===== src/design/psg_pkg.sv =====
// Purpose: Shared constants for the power status event group
// Assumes: 15-bit status masks, one clock
// Notes:   Command codes select which mask or query is served
package psg_pkg;
  localparam int unsigned PSG_WIDTH = 15;
  localparam logic [14:0] PSG_ENABLE_RST = 15'h7fff;
  localparam logic [14:0] PSG_RISE_RST   = 15'h7fff;
  localparam logic [14:0] PSG_FALL_RST   = 15'h0000;
  localparam logic [14:0] PSG_EVENT_RST  = 15'h0000;
  localparam logic [14:0] PSG_COND_RST   = 15'h0000;
  localparam int unsigned PSG_CAL_HIGH_BIT = 5;
  localparam int unsigned PSG_SUMMARY_BIT  = 3;

  typedef enum logic [2:0] {
    PSG_CMD_WR_ENABLE = 3'h0,
    PSG_CMD_RD_ENABLE = 3'h1,
    PSG_CMD_WR_RISE   = 3'h2,
    PSG_CMD_RD_RISE   = 3'h3,
    PSG_CMD_WR_FALL   = 3'h4,
    PSG_CMD_RD_FALL   = 3'h5,
    PSG_CMD_RD_EVENT  = 3'h6,
    PSG_CMD_RD_COND   = 3'h7
  } psg_cmd_e;
endpackage : psg_pkg


===== src/design/psg_edge_latch.sv =====
// Purpose: Per-bit transition filter and sticky event latch
// Assumes: cond and prev sampled on the same clock
// Notes:   Set wins over a clear in the same cycle
`timescale 1ns/1ps
module psg_edge_latch #(
  parameter int unsigned WIDTH = 15
) (
  // Inputs
  input  wire logic [WIDTH-1:0] cond,
  input  wire logic [WIDTH-1:0] prev,
  input  wire logic [WIDTH-1:0] rise_edge_filter,
  input  wire logic [WIDTH-1:0] fall_edge_filter,
  input  wire logic [WIDTH-1:0] event_q,
  input  wire logic             clear,
  // Output
  output logic      [WIDTH-1:0] next_event
);
  genvar i;
  for (i = 0; i < WIDTH; i++) begin : g_bit
    logic set_bit;
    assign set_bit = (cond[i] & ~prev[i] & rise_edge_filter[i])
                   | (~cond[i] & prev[i] & fall_edge_filter[i]);
    // Held until a read clears it; fresh edge survives the clear
    assign next_event[i] = set_bit | (event_q[i] & ~clear);
  end
endmodule : psg_edge_latch


===== src/design/psg_power_status.sv =====
// Purpose: Power status event group: condition, filters, events, summary
// Assumes: One command per cycle from an upstream command parser
// Notes:   Answers come one cycle after the command, in order
`timescale 1ns/1ps
// Functional notes
// - The summary flag is the OR of event bits gated by the enable mask.
// - Masks are 15-bit weighted sums 0..32767; enable presets to 32767.
// - An event query returns the event register's weighted sum; preset 0.
// - Reading the event register clears it in the same access.
// - A condition edge sets an event only through an enabled filter bit.
// - A 1-to-0 edge with its fall filter bit set sets the event; preset 0.
// - A 0-to-1 edge via a set rise filter bit sets the event; preset ones.
// - Condition bit of weight 32 flags calibration input power too high.
// - The condition register mirrors faults live; reading has no effect.
module psg_power_status
  import psg_pkg::*;
#(
  parameter int unsigned WIDTH = psg_pkg::PSG_WIDTH
) (
  // Clock and reset
  input  wire logic              ref_clk,
  input  wire logic              rst_b,
  // Fault inputs
  input  wire logic [WIDTH-1:0]  fault_in,
  input  wire logic              cal_power_high,
  // Command port
  input  wire logic              cmd_valid,
  input  wire psg_pkg::psg_cmd_e cmd_code,
  input  wire logic [WIDTH-1:0]  cmd_wdata,
  // Answer port
  output logic                   rsp_valid,
  output logic      [WIDTH-1:0]  rsp_data,
  // Summary
  output logic                   power_summary
);
  import psg_pkg::*;

  typedef struct packed {
    logic [WIDTH-1:0] cond;
    logic [WIDTH-1:0] enable;
    logic [WIDTH-1:0] rise;
    logic [WIDTH-1:0] fall;
    logic [WIDTH-1:0] events;
    logic             rsp_valid;
    logic [WIDTH-1:0] rsp_data;
    logic             summary;
  } psg_state_s;

  psg_state_s       st;
  psg_state_s       next_st;
  logic [WIDTH-1:0] live_cond;
  logic [WIDTH-1:0] next_event;
  logic             rd_event;

  always_comb begin
    live_cond = fault_in;
    live_cond[PSG_CAL_HIGH_BIT] = cal_power_high;
  end

  assign rd_event = cmd_valid && (cmd_code == PSG_CMD_RD_EVENT);

  psg_edge_latch #(.WIDTH(WIDTH)) u_latch (
    .cond             (live_cond),
    .prev             (st.cond),
    .rise_edge_filter (st.rise),
    .fall_edge_filter (st.fall),
    .event_q          (st.events),
    .clear            (rd_event),
    .next_event       (next_event)
  );

  always_comb begin
    next_st           = st;
    next_st.cond      = live_cond;
    next_st.events    = next_event;
    next_st.rsp_valid = 1'b0;
    // Single-cycle commands, so ordering is inherent
    if (cmd_valid) begin
      next_st.rsp_valid = 1'b1;
      next_st.rsp_data  = '0;
      unique case (cmd_code)
        PSG_CMD_WR_ENABLE: next_st.enable = cmd_wdata;
        PSG_CMD_WR_RISE:   next_st.rise   = cmd_wdata;
        PSG_CMD_WR_FALL:   next_st.fall   = cmd_wdata;
        PSG_CMD_RD_ENABLE: next_st.rsp_data = st.enable;
        PSG_CMD_RD_RISE:   next_st.rsp_data = st.rise;
        PSG_CMD_RD_FALL:   next_st.rsp_data = st.fall;
        PSG_CMD_RD_EVENT:  next_st.rsp_data = st.events;
        PSG_CMD_RD_COND:   next_st.rsp_data = st.cond;
      endcase
    end
    // Summary from next-state events and enable so it matches what a read sees
    next_st.summary = |(next_st.events & next_st.enable);
  end

  always_ff @(posedge ref_clk or negedge rst_b) begin
    if (!rst_b) begin
      st.cond      <= PSG_COND_RST;
      st.enable    <= PSG_ENABLE_RST;
      st.rise      <= PSG_RISE_RST;
      st.fall      <= PSG_FALL_RST;
      st.events    <= PSG_EVENT_RST;
      st.rsp_valid <= 1'b0;
      st.rsp_data  <= '0;
      st.summary   <= 1'b0;
    end else begin
      st <= next_st;
    end
  end

  assign rsp_valid     = st.rsp_valid;
  assign rsp_data      = st.rsp_data;
  assign power_summary = st.summary;

  // Edge math for the checks, kept apart from the latch it checks
  logic [WIDTH-1:0] rise_hits;
  logic [WIDTH-1:0] fall_hits;
  logic [WIDTH-1:0] edge_hits;
  logic [WIDTH-1:0] cal_mask;
  logic             wr_enable;
  logic             wr_rise;
  logic             wr_fall;

  always_comb begin
    cal_mask                   = '0;
    cal_mask[PSG_CAL_HIGH_BIT] = 1'b1;
  end

  assign rise_hits = live_cond & ~st.cond & st.rise;
  assign fall_hits = ~live_cond & st.cond & st.fall;
  assign edge_hits = rise_hits | fall_hits;
  assign wr_enable = cmd_valid && (cmd_code == PSG_CMD_WR_ENABLE);
  assign wr_rise   = cmd_valid && (cmd_code == PSG_CMD_WR_RISE);
  assign wr_fall   = cmd_valid && (cmd_code == PSG_CMD_WR_FALL);

  // Summary flag
  summary_match_a: assert property (@(posedge ref_clk)
    disable iff (!rst_b) power_summary == |(st.events & st.enable))
    else $error("summary does not follow gated events");

  summary_rise_a: assert property (@(posedge ref_clk)
    disable iff (!rst_b) |(edge_hits & st.enable) && !wr_enable
    |=> power_summary)
    else $error("enabled event did not raise the summary");

  summary_clear_a: assert property (@(posedge ref_clk)
    disable iff (!rst_b) rd_event && !(|(edge_hits & st.enable))
    |=> !power_summary)
    else $error("summary stayed up after events were read");

  // Event latch
  event_clear_a: assert property (@(posedge ref_clk)
    disable iff (!rst_b) rd_event
    |=> st.events == $past(edge_hits) && rsp_data == $past(st.events))
    else $error("event read did not return and clear");

  event_sticky_a: assert property (@(posedge ref_clk)
    disable iff (!rst_b)
    !rd_event |=> (st.events & $past(st.events)) == $past(st.events))
    else $error("event bit lost without a read");

  rise_sets_a: assert property (@(posedge ref_clk)
    disable iff (!rst_b)
    rise_hits != '0 |=> (st.events & $past(rise_hits)) == $past(rise_hits))
    else $error("rising edge through filter not latched");

  fall_sets_a: assert property (@(posedge ref_clk)
    disable iff (!rst_b)
    fall_hits != '0 |=> (st.events & $past(fall_hits)) == $past(fall_hits))
    else $error("falling edge through filter not latched");

  no_filter_a: assert property (@(posedge ref_clk)
    disable iff (!rst_b) 1'b1 |=> (st.events & ~$past(st.events)
      & ~($past(st.rise) | $past(st.fall))) == '0)
    else $error("event set without a filter bit");

  // Masks
  enable_write_a: assert property (@(posedge ref_clk)
    disable iff (!rst_b) wr_enable |=> st.enable == $past(cmd_wdata))
    else $error("enable write did not land");

  rise_write_a: assert property (@(posedge ref_clk)
    disable iff (!rst_b) wr_rise |=> st.rise == $past(cmd_wdata))
    else $error("rise filter write did not land");

  fall_write_a: assert property (@(posedge ref_clk)
    disable iff (!rst_b) wr_fall |=> st.fall == $past(cmd_wdata))
    else $error("fall filter write did not land");

  mask_read_a: assert property (@(posedge ref_clk)
    disable iff (!rst_b) cmd_valid && cmd_code == PSG_CMD_RD_ENABLE
    |=> rsp_valid && rsp_data == $past(st.enable))
    else $error("enable read mismatch");

  rise_read_a: assert property (@(posedge ref_clk)
    disable iff (!rst_b) cmd_valid && cmd_code == PSG_CMD_RD_RISE
    |=> rsp_valid && rsp_data == $past(st.rise))
    else $error("rise filter read mismatch");

  fall_read_a: assert property (@(posedge ref_clk)
    disable iff (!rst_b) cmd_valid && cmd_code == PSG_CMD_RD_FALL
    |=> rsp_valid && rsp_data == $past(st.fall))
    else $error("fall filter read mismatch");

  mask_hold_a: assert property (@(posedge ref_clk)
    disable iff (!rst_b) !wr_enable |=> $stable(st.enable))
    else $error("enable changed without a write");

  filter_hold_a: assert property (@(posedge ref_clk)
    disable iff (!rst_b)
    !wr_rise && !wr_fall |=> $stable(st.rise) && $stable(st.fall))
    else $error("filter changed without a write");

  // Condition register
  cond_live_a: assert property (@(posedge ref_clk)
    disable iff (!rst_b)
    st.cond[PSG_CAL_HIGH_BIT] == $past(cal_power_high))
    else $error("calibration power flag not mirrored");

  cond_mirror_a: assert property (@(posedge ref_clk)
    disable iff (!rst_b)
    1'b1 |=> (st.cond | cal_mask) == ($past(fault_in) | cal_mask))
    else $error("condition register does not mirror faults");

  cond_read_a: assert property (@(posedge ref_clk)
    disable iff (!rst_b) cmd_valid && cmd_code == PSG_CMD_RD_COND
    |=> rsp_valid && rsp_data == $past(st.cond))
    else $error("condition read mismatch");

  // Command flow
  answer_once_a: assert property (@(posedge ref_clk)
    disable iff (!rst_b) cmd_valid |=> rsp_valid)
    else $error("command not answered next cycle");

  answer_quiet_a: assert property (@(posedge ref_clk)
    disable iff (!rst_b) !cmd_valid |=> !rsp_valid)
    else $error("answer given without a command");

  write_answer_a: assert property (@(posedge ref_clk)
    disable iff (!rst_b) wr_enable || wr_rise || wr_fall
    |=> rsp_valid && rsp_data == '0)
    else $error("write answer not zero");
endmodule : psg_power_status


===== config.mk =====
export PLATFORM = sky130hd
export DESIGN_NAME = psg_power_status
export DESIGN_NICKNAME = d
export VERILOG_FILES = /design/src/design/psg_pkg.sv /design/src/design/psg_edge_latch.sv /design/src/design/psg_power_status.sv
export SDC_FILE = /design/constraint.sdc
export NUM_CORES = 1
export LEC_CHECK = 0
export ABC_AREA = 1
export BUFFER_PORTS_ARGS = -buffer_cell sky130_fd_sc_hd__buf_2
export CORE_MARGIN = 2
export CORE_UTILIZATION = 38
export DETAILED_ROUTE_END_ITERATION = 12
export HOLD_SLACK_MARGIN = 0.15
export SETUP_SLACK_MARGIN = 0.2
export SLEW_MARGIN = 5
export SYNTH_ARGS = -nofsm -noshare
export SYNTH_HDL_FRONTEND = slang
export SYNTH_HIERARCHICAL = 1
export SYNTH_SLANG_ARGS = --single-unit
export TNS_END_PERCENT = 100

===== constraint.sdc =====
create_clock -name ref_clk -period 2.5 [get_ports ref_clk]
set_clock_uncertainty 0.1 [all_clocks]
set_input_delay 0.25 -clock ref_clk [delete_from_list [all_inputs] [get_ports ref_clk]]
set_output_delay 0.25 -clock ref_clk [all_outputs]
set_load 0.02 [all_outputs]

Yosys cells after proc, flatten, opt, wreduce, memory -nomap -nowiden
Index checks and enable logic that the tools add are counted.
W data, S select, Z words.
Word-level totals
  word-level logic and storage cells: 163
  memory bits (read-only): 0
  memories: 0
  bits in writable memories: 0
  latch bits: 0
  output and inout port bits: 17
  register bits: 92
  input port bits: 37
Cells by class
  mux-type cells: 6
  $lt $le $gt $ge: 0
  shifts and indexed selects: 0
  bitwise logic cells: 137
  $mul: 0
  div/mod/pow operators: 0
  equal/unequal tests: 7
  add/subtract/negate cells: 0
  reductions and logical operators: 5
Operators by type and width (count)
  $and A1 B1 Y1: 75
  $pmux W15 S5: 1
  $mux W15: 3
  $mux W45: 1
  $not A1 Y1: 31
  $or A1 B1 Y1: 30
  $mux W16: 1
  $and A15 B15 Y15: 1
  $reduce_or A15 Y1: 1
  $eq A3 B3 Y1 const B: 4
  $eq A3 B2 Y1 const B: 2
  $reduce_and A2 Y1: 2
  $eq A3 B1 Y1 const B: 1
  $logic_not A3 Y1: 1
  $logic_and A1 B1 Y1: 1

Logic depth before layout (Yosys ltp)
Gate-level depths: netlist of the first run.
  depth after elaboration: 7
  depth in mapped cells: 13
  depth with buffers taken out: 11

Hierarchy
Netlist of the first run, hierarchy kept.
By module, submodules not included
  psg_power_status: sequential area each 2339.7 µm², instances 1, area each 3963.8 µm², cells an instance 427
  psg_edge_latch: sequential area each 0.0 µm², instances 1, area each 411.6 µm², cells an instance 92

Least setup slack after synthesis of the first run
No wires, ideal clock.
  path kind: input to register
  from: input port cmd_valid
  to: register st (netlist bit power_summary)
  stages on the path: 13
  setup time: 119 ps
  data arrival time: 1334 ps
  path buffers: 2
  path slack: 947 ps
  required time: 2281 ps
  cell sequence: buf_4 > inv_2 > nor3_1 > inv_2 > buf_6 > nand2_1 > nand3_1 > nand3_1 > nand2_1 > inv_1 > nand2_1 > nor2_1 > nand2_1
RTL lines
  from (decl): line psg_power_status.sv:27  | input wire logic cmd_valid,
  to (signal assigned): line psg_power_status.sv:107  | st <= next_st;
  to (decl): line psg_power_status.sv:49  | psg_state_s st;

==> results of run 1 <==
==> final cells by class <==
type / instances / area share [%]
inverter: 69 / 4.87
multi-input combinational: 324 / 29.2
tap: 143 / 3.37
timing repair buffer: 100 / 13.2
sequential: 92 / 44.0
clock inverter: 2 / 0.659
clock buffer: 13 / 4.71
==> worst max-delay path: cells and delay by family <==
kind	cells	cell delay (ns)
simple gates	9	0.92
buf+inv	3	0.48
==> layout by cell type (no fill, tap or decap), drive strengths merged <==
cell type    synthesis  routed
nand2              163     163
nand3               76      76
inv                 69      69
buf                 27      69
dfrtp               62      62
dlygate4sd3          0      31
o21ai               31      31
dfstp               30      30
nand4               15      15
a22oi               15      15
and2                14      14
clkbuf               7      13
nor2                 6       6
nor3                 3       3
and3                 1       1
bufinv               0       1
clkinv               0       1
==> final timing paths <==
path / cells after the start / end / slack, ns / from
setup / recovery: 12 / power_summary / 0.95 / cmd_code[2]
hold / removal: 2 / rsp_valid / 0.19 / cmd_valid
setup reg to reg: 8 / power_summary / 1.17 / st[57]
hold reg to reg: 2 / rsp_data[2] / 0.37 / rsp_data[2]
max in group asynchronous: 3 / st[55] / 1.14 / rst_b
min in group asynchronous: 2 / st[20] / 0.38 / rst_b
==> registers in the layout, indices dropped and copies added, names as in the netlist <==
signal	count
st	75
power_summary	1
rsp_valid	1
rsp_data	15
==> kinds of logic after synthesis <==
group                  after synthesis  share of synthesized area (%)
DFF                                 92                           53.5
AOI/OAI and AO/OA                   46                           6.46
buffers and inverters              103                           11.1
and+or+nand+nor                    278                           29.0
==> through the flow <==
stage / total power [mW] / util [%] / setup slack, ns / hold slack [ns] / std cells
5_1_grt: 4.27 / 46.9 / 0.807 / 0.195 / 743
2_1_floorplan: 2.49 / - / 0.947 / -0.146 / 519
3_5_place_dp: 2.70 / 41.7 / 0.603 / 0.216 / 697
3_3_place_gp: 2.67 / 41.7 / 0.613 / 0.207 / 697
4_1_cts: 4.07 / 46.9 / 0.959 / 0.192 / 743
6_report: 4.05 / 46.9 / 0.948 / 0.191 / 743
==> layer usage <==
layer	share of wire, %	wire (microns)	vias up	track usage [%]
met3	4.1	440	21	3.17
met1	44	4780	1719	23.5
met2	49	5320	84	30.5
met4	2.1	227	0	7.33
met5	0	0	-	0
li1	-	-	1800	-
==> power by group through the flow <==
stage / sequential (mW) / combinational, mW / clock, mW
final: 1.98 / 0.736 / 1.34
after global routing: 2.01 / 0.843 / 1.42
after CTS: 1.97 / 0.744 / 1.36
after detailed placement: 1.99 / 0.702 / 0
after global placement: 1.98 / 0.687 / 0
after floorplan: 1.96 / 0.534 / 0
==> results by group, run 1 <==
Status
  – Outcome: finished clean

Setup path
  – Required time of the critical path: 2.62 ns
  – CP cell instances: buf_2 > nand2_2 > nor3_1 > inv_2 > nand2_1 > nand3_1 > nand3_1 > nand2_1 > inv_1 > nand2_1 > nor2_1 > nand2_1
  – CP max FO: 15
  – Arrival time at the worst endpoint: 1.67 ns
  – Largest stage delay, worst path: 0.22 ns
  – CP most frequent cell: nand2_1
  – Critical Path End Type: flip-flop
  – Slowest-stage cell, CP: inv_2
  – Worst Setup Start Kind: input pin
  – Crit path kind: input pin to flip-flop

Yosys
  – Net Count, Synth: 556
  – Syn Std Cell Area: 4380 sq um
  – Synthesis warning total: 6
  – Synth area leaders: dfrtp_1 35%, dfstp_2 18%, nand2_1 14%, nand3_1 8.7%, inv_1 5.7%
  – Synth cell count leaders: 160 x nand2_1, 76 x nand3_1, 67 x inv_1
  – Area share of the largest cell type after synthesis: 35.5%
  – Count leader, synth: nand2_1
  – Async set-reset flop share out of synthesis: 100%
  – Flops & latches, synth: 92
  – Post-synth EDFFs: 0
  – Yosys top cell by area: dfrtp_1
  – Synth Area per Inst: 8.43 sq um
  – Register area share after synthesis: 53.5%
  – Prevailing post-synth register cell: dfrtp_1
  – Cells after Synth: 519
  – Yosys cell types: 24

GRT
  – Via count of the first global-routing pass: 3638
  – Initial antenna violation count: 0
  – Global-route wire length before repair: 17.9 mm
  – GR Util All Layers: 18.2%
  – Largest net degree at the start of global routing: 51
  – Total global routing overflow: 0

STA
  – Fin. Hold Viols: 0
  – Period minus WS final: 1.55 ns
  – Post-route setup TNS: 0 ns
  – Slew Limit Fails: 0
  – RSZ-0062 raised after global routing: no
  – Final period utilization: 62.1%
  – Final setup viols: 0
  – Slew HR: 52.7%
  – Max Freq: 0.644 GHz
  – Measured slew at the worst slew-check pin: 0.707 ns

Min path
  – Worst min path class: input pin to flip-flop

Route
  – Starting DRT DRC Count: 230
  – Via count: 3624
  – DRC: 0
  – Antenna-violating nets left: 0
  – Drt pass-1 iters: 5
  – Routed WL per cell: 14.5 microns
  – Drt total wl: 10.8 mm
  – Detail-routed via count per cell: 4.88

Clock network
  – Post-CTS Hold Fix Bufs: 31
  – Cts repair resizes: 0
  – Clock sinks: 92
  – CTS tree: built
  – TritonCTS buffer count: 9
  – H-Tree Depth: 3
  – Clock Path Buffers: 2
  – Worst-Skew Late Latency: 0.34 ns
  – Root buffer cell: clkbuf_16
  – Post-CTS Setup Bufs: 0
  – CTS clock-pin slew for the worst setup and hold paths: 0.06 ns

Power and ir drop
  – Flop pwr share: 48.8%
  – Internal Pwr Total: 2.91 mW
  – Logic pwr share: 18.2%
  – Leak: 2.70 nW
  – Net Sw Frac: 28.2%
  – P_sw: 1.14 mW
  – Max rail drop VDD: 338 uV
  – Power per cell area: 763 nW/um^2
  – Clock Power Share: 33.1%

Place
  – Placed instance area: 4720 sq um
  – Routability Congestion: 0.801
  – Port bufs: 52
  – DP HPWL: 7.36 mm

Cells and area
  – Final Cell Area: 5310 sq um
  – Sequential cell area: 2340 sq um
  – Layout area overhead: 21.4%
  – Final #Nets: 633
  – Multi-input gate area: 1550 sq um
  – Share of cells above drive strength 1: 20.8%
  – Inserted Diodes: 0
  – Number of fill cells in the layout: 1142

Run
  – Number of max-cap violations: 0

Floorplanning
  – Die area: 12400 sq um
  – Ports: 54
  – Die height: 111 microns
  – Die X: 111 microns
  – Area of the core: 11300 sq um
  – Initial core utilization: 38.6%
  – Row count: 39
Note: power is estimated with default switching activity, not from simulation.
==> inputs of run 2 (changes only) <==
==> constraint.sdc (replaced) <==
create_clock -name ref_clk -period 1.5 [get_ports ref_clk]
set_clock_uncertainty 0.1 [all_clocks]
set_input_delay 0.15 -clock ref_clk [delete_from_list [all_inputs] [get_ports ref_clk]]
set_output_delay 0.15 -clock ref_clk [all_outputs]
set_load 0.02 [all_outputs]
==> run 2 against run 1 <==
The flow now finishes with violations (hold timing). Clock power increased by 86%. Cell count rose by 2.3%. Combinational power increased by 100%. Wire length is 12% higher. Hold slack got worse by 0.35 ns. Sequential cell count stayed put. Clock-buffer cell count is the same. Global-route usage grew 1.1 points. Critical endpoint unchanged. Largest power group unchanged. Highest routed layer unchanged.
==> results by group, run 2 (synthesis results as in run 1) <==
GRT
  – Largest net degree at the start of global routing: 41
  – Global-route wire length before repair: 18.9 mm
  – Total global routing overflow: 0
  – Via count of the first global-routing pass: 3685
  – Initial antenna violation count: 0
  – GR Util All Layers: 19.3%

Route
  – Drt total wl: 12.0 mm
  – Drt pass-1 iters: 5
  – Starting DRT DRC Count: 180
  – Via count: 3770
  – DRC: 0
  – Routed WL per cell: 15.8 microns
  – Detail-routed via count per cell: 4.96
  – Antenna-violating nets left: 0

STA
  – Final period utilization: 83.4%
  – Period minus WS final: 1.25 ns
  – Measured slew at the worst slew-check pin: 0.526 ns
  – Post-route setup TNS: 0 ns
  – Final setup viols: 0
  – Slew Limit Fails: 0
  – Fin. Hold Viols: 6
  – RSZ-0062 raised after global routing: yes
  – Hold_ws: -0.157 ns
  – Max Freq: 0.799 GHz
  – Slew HR: 64.9%

Setup path
  – CP max FO: 3
  – CP cell instances: nand3_1 > nand3_2 > nand3_1 > nand2_1 > inv_1 > nand2_2 > nor2_2 > nand2_1
  – Critical Path End Type: flip-flop
  – Crit path kind: flip-flop to flip-flop
  – Required time of the critical path: 1.68 ns
  – Buf/Inv on CP: 1
  – Crit-path leading delay family: flip-flops
  – Arrival time at the worst endpoint: 1.43 ns
  – Worst Setup Start Kind: flip-flop
  – Largest stage delay, worst path: 0.55 ns
  – Slowest-stage cell, CP: dfstp_2

Cells and area
  – Leading cell type in the layout, fill and taps excluded: nand2_1
  – Most frequent cells in the layout: 151 x nand2_1, 62 x dfrtp_1, 53 x inv_1
  – Sequential cell area: 2340 sq um
  – Multi-input gate area: 1820 sq um
  – Number of fill cells in the layout: 1052
  – Max FFs per register: 75
  – Layout area overhead: 34.2%
  – Inserted Diodes: 0
  – Final #Nets: 649
  – Share of cells above drive strength 1: 33.9%
  – Biggest register: st
  – Largest registers: st (75), rsp_data (15)

Clock network
  – TritonCTS buffer count: 9
  – Root buffer cell: clkbuf_16
  – Clock Path Buffers: 2
  – Clock sinks: 92
  – CTS tree: built
  – CTS clock-pin slew for the worst setup and hold paths: 0.06 ns
  – H-Tree Depth: 3
  – Worst-Skew Late Latency: 0.34 ns

Power and ir drop
  – Max rail drop VDD: 545 uV
  – Power per cell area: 1240 nW/um^2
  – PnR Total Power: 7.30 mW
  – Leak: 2.94 nW

Floorplanning
  – Row count: 39
  – Die height: 111 microns
  – Die area: 12400 sq um
  – Ports: 54
  – Die X: 111 microns
  – Initial core utilization: 38.6%
  – Area of the core: 11300 sq um

Place
  – DP HPWL: 7.34 mm
  – Routability Congestion: 0.812
  – Port bufs: 52

Run
  – Number of max-cap violations: 0

Status
  – Outcome: finished with violations
  – Failing checks: hold timing

Min path
  – Worst min path class: input pin to flip-flop
-- run 2: changes by cell type in the layout (fill, tap and decap cells not counted), sizes merged --
| cell | previous run | this run |
|---|---|---|
| buf | 69 | 85 |
| bufinv | 1 | 2 |
| clkinv | 1 | 2 |
| dlygate4sd3 | 31 | 25 |
| dlymetal6s4s | 0 | 5 |
-- run 2: power by group --
part / internal (mW) / switching, mW / total (mW)
Sequential: 3.02 / 0.317 / 3.33
Combinational: 0.651 / 0.826 / 1.48
Clock: 1.56 / 0.937 / 2.49
Total: 5.22 / 2.08 / 7.30
-- run 2: area by class of cell --
type,instances,area share [%]
clock inverters,3,1.17
inverters,69,4.62
repair buffers,115,15.7
multi-input cells,324,31.1
clock buffers,13,4.43
repair inverters,1,0.107
well taps,143,3.05
flip-flops and latches,92,39.8
-- run 2: worst register-to-register path: cells and delay by family, from the launching register on --
kind                   cells  cell delay [ns]
flip-flops                 1             0.55
buffers and inverters      1             0.04
AND/OR/NAND/NOR            7             0.49
-- run 2: timing repair --
action                                  in CTS  in global routing
hold buffers                                24                  6
cloned                                       0                  1
endpoints found under the hold margin      146                 20
gates resized for setup                      2                 90
pin swaps                                    0                 28
endpoints found under the setup margin      13                  5
setup buffers                                0                 16
-- run 2: path summary, 6_finish.rpt --
check	start	end	slack, ns	depth (start not counted)
max reg2reg	st[55]	power_summary	0.25	8
min in group asynchronous	rst_b	st[35]	0.18	2
min reg2reg	rsp_data[4]	rsp_data[4]	0.37	2
max in group asynchronous	rst_b	st[47]	0.52	3
min	fault_in[7]	st[84]	-0.16	1
max	st[55]	power_summary	0.25	8
-- run 2: through the flow --
step / worst slack (ns) / cell area, sq um / instances / hold WS [ns] / utilization (%)
finish: 0.249 / 5870 / 760 / -0.157 / 51.9
global placement: -0.157 / 4800 / 697 / -0.00331 / 42.4
CTS: 0.205 / 5380 / 737 / -0.164 / 47.6
detailed placement: -0.203 / 4800 / 697 / 0.00282 / 42.4
global route: 0.168 / 5870 / 760 / -0.157 / 51.9
floorplan: 0.189 / 4410 / 519 / -0.246 / -
-- run 2: routing by layer --
layer	global-route usage (%)	part of all wire, %	vias up	routed length, microns
met5	0	0	-	0
met2	33.3	49	96	5940
met3	3.23	3.7	25	449
met1	24.4	44	1813	5320
met4	7.41	2.5	0	297
li1	-	-	1836	-
==> inputs of run 3 (changes only) <==
--- a/config.mk
+++ b/config.mk
@@ -5,7 +5,7 @@
 export SDC_FILE = /design/constraint.sdc
 export NUM_CORES = 1
 export LEC_CHECK = 0
-export ABC_AREA = 1
+export ABC_AREA = 0
 export BUFFER_PORTS_ARGS = -buffer_cell sky130_fd_sc_hd__buf_2
 export CORE_MARGIN = 2
 export CORE_UTILIZATION = 38
==> constraint.sdc (replaced) <==
create_clock -name ref_clk -period 1.1 [get_ports ref_clk]
set_clock_uncertainty 0.1 [all_clocks]
set_input_delay 0.11 -clock ref_clk [delete_from_list [all_inputs] [get_ports ref_clk]]
set_output_delay 0.11 -clock ref_clk [all_outputs]
set_load 0.02 [all_outputs]
==> run 3 against run 2 <==
The flow finishes with violations (hold timing, setup timing). Global-route usage grew 0.57 points. Sequential power grew 37%. Setup slack lost 0.64 ns. Power grew 43%. Die area grew 0.55%. First-iteration DRC count grew 19%. Core utilization grew 3.8 points. Wire length shrank 3.7%. Combinational power grew 89%. Critical path depth shrank 2. Sequential cell count is the same.
==> results by group, run 3 <==
Cells and area
  – Sequential cell area: 2340 sq um
  – Inserted Diodes: 0
  – Most frequent cells in the layout: 62 x dfrtp_1, 53 x mux2_4, 52 x buf_4
  – Fin util: 55.6%
  – Number of fill cells in the layout: 943
  – Layout area overhead: 43.8%
  – Share of cells above drive strength 1: 61.9%
  – Final #Nets: 502
  – Multi-input gate area: 2170 sq um
  – Max FFs per register: 75
  – Leading cell type in the layout, fill and taps excluded: dfrtp_1
  – Biggest register: st
  – Largest registers: st (75), rsp_data (15)

Floorplanning
  – Row count: 39
  – Ports: 54
  – Area of the core: 11400 sq um
  – Die area: 12500 sq um
  – Initial core utilization: 38.7%
  – Die X: 112 microns
  – Die height: 112 microns

GRT
  – Largest net degree at the start of global routing: 34
  – Via count of the first global-routing pass: 3562
  – Global-route wire length before repair: 19.2 mm
  – Initial antenna violation count: 0
  – GR Util All Layers: 19.9%
  – Total global routing overflow: 0

Setup path
  – CP max FO: 3
  – Slowest-stage cell, CP: dlygate4sd3_1
  – Worst Setup Start Kind: input pin
  – CP cell instances: buf_2 > dlygate4sd3_1 > mux2_4 > a22oi_2 > nand4_1 > nand4b_1
  – Critical Path End Type: flip-flop
  – Largest stage delay, worst path: 0.61 ns
  – Crit-path leading delay family: buffers and inverters
  – Required time of the critical path: 1.21 ns
  – Crit path kind: input pin to flip-flop
  – Arrival time at the worst endpoint: 1.60 ns
  – Buf/Inv on CP: 2

Route
  – Routed WL per cell: 18.9 microns
  – Antenna-violating nets left: 0
  – Via count: 3239
  – Detail-routed via count per cell: 5.28
  – Drt total wl: 11.6 mm
  – DRC: 0
  – Drt pass-1 iters: 4
  – Starting DRT DRC Count: 214

Yosys
  – Cells after Synth: 340
  – Register area share after synthesis: 53.2%
  – Net Count, Synth: 377
  – Synth Area per Inst: 12.9 sq um
  – Synth cell count leaders: 71 x mux2_2, 62 x dfrtp_1, 30 x dfstp_2
  – Count leader, synth: mux2_2
  – Area share of the largest cell type after synthesis: 35.3%
  – Yosys top cell by area: dfrtp_1
  – Yosys cell types: 28
  – Flops & latches, synth: 92
  – Synthesis warning total: 6
  – Syn Std Cell Area: 4400 sq um
  – Async set-reset flop share out of synthesis: 100%
  – Post-synth EDFFs: 0
  – Prevailing post-synth register cell: dfrtp_1
  – Synth area leaders: dfrtp_1 35%, mux2_2 18%, dfstp_2 18%, a22oi_1 3.6%, buf_4 2.9%

STA
  – Max Freq: 0.672 GHz
  – Hold_ws: -0.450 ns
  – Period minus WS final: 1.49 ns
  – RSZ-0062 raised after global routing: yes
  – Post-route worst setup slack: -0.388 ns
  – Slew HR: 76.3%
  – Measured slew at the worst slew-check pin: 0.355 ns
  – Post-route setup TNS: -7.06 ns
  – Slew Limit Fails: 0
  – Final period utilization: 135%
  – Final setup viols: 48
  – Fin. Hold Viols: 87

Clock network
  – Worst-Skew Late Latency: 0.34 ns
  – Root buffer cell: clkbuf_16
  – H-Tree Depth: 3
  – Clock Path Buffers: 2
  – CTS tree: built
  – Clock sinks: 92
  – TritonCTS buffer count: 9
  – CTS clock-pin slew for the worst setup and hold paths: 0.06 ns

Place
  – Port bufs: 52
  – DP HPWL: 7.47 mm
  – Routability Congestion: 0.763

Power and ir drop
  – Leak: 2.78 nW
  – Max rail drop VDD: 1150 uV
  – PnR Total Power: 10.5 mW
  – Power per cell area: 1650 nW/um^2

Status
  – Failing checks: hold timing, setup timing
  – Outcome: finished with violations

Min path
  – Worst min path class: input pin to asynchronous set/reset pin

Run
  – Number of max-cap violations: 0
## run 3: cell count changes after synthesis, moves of 14 or more
cell | before | now
a22o_1 | 0 | 14
and2_1 | 14 | 0
inv_1 | 67 | 16
mux2_2 | 0 | 71
nand2_1 | 160 | 19
nand2b_1 | 0 | 15
nand3_1 | 76 | 0
nand3b_1 | 0 | 15
nand4_1 | 15 | 1
o21ai_0 | 30 | 1
o22ai_1 | 0 | 15
## run 3: power breakdown
part	total, mW	switching, mW	internal [mW]
registers	4.57	0.422	4.14
logic	2.80	1.12	1.68
clock network	3.09	1.27	1.82
total	10.5	2.81	7.65
## run 3: cells by family (layout without fill, tap and decap cells)
family	count (synthesis)	count (layout)	synth area share, %
compound gates	67	67	12.5
flops	92	92	53.2
simple gates	58	58	8.44
buf+inv	48	178	6.40
mux	75	75	19.5
## run 3: area by class of cell
class | instances | share of cell area (%)
tap | 143 | 2.83
clock inverter | 2 | 0.554
multi-input combinational | 200 | 34.3
clock buffer | 14 | 4.02
inverter | 16 | 0.949
sequential | 92 | 37.0
timing repair buffer | 146 | 20.4
## run 3: worst paths after layout
check | startpoint | to | slack, ns | depth (start not counted)
max reg2reg | st[87] | power_summary | -0.33 | 5
max in group asynchronous | rst_b | st[60] | 0.81 | 2
min reg2reg | st[22] | st[22] | 0.42 | 2
min | rst_b | st[34] | -0.45 | 1
min in group ref_clk | fault_in[10] | st[87] | -0.19 | 1
max | cmd_wdata[10] | power_summary | -0.39 | 6
## run 3: stage by stage
step | instances | cell area [sq um] | worst slack, ns
6_report | 613 | 6330 | -0.388
5_1_grt | 613 | 6330 | -0.423
4_1_cts | 600 | 6130 | -0.298
3_5_place_dp | 554 | 5060 | -0.785
3_3_place_gp | 554 | 5060 | -0.755
2_1_floorplan | 340 | 4430 | -0.660
## run 3: repair_timing
| action | CTS | global route |
|---|---|---|
| gates resized for setup | 134 | 17 |
| buffers inserted | 13 | 6 |
| hold endpoints to repair | 167 | 133 |
| hold buffers | 16 | 7 |
| pin swaps | 22 | 14 |
| gates cloned | 1 | 1 |
| endpoints found under the setup margin | 90 | 91 |
## run 3: layer usage
layer / wire (microns) / part of all wire [%] / vias up / global-route usage [%]
met4: 197 / 1.7 / 0 / 6.50
li1: - / - / 1480 / -
met2: 5860 / 51 / 63 / 33.0
met3: 458 / 4.0 / 17 / 5.06
met5: 0 / 0 / - / 0
met1: 5050 / 44 / 1679 / 25.6
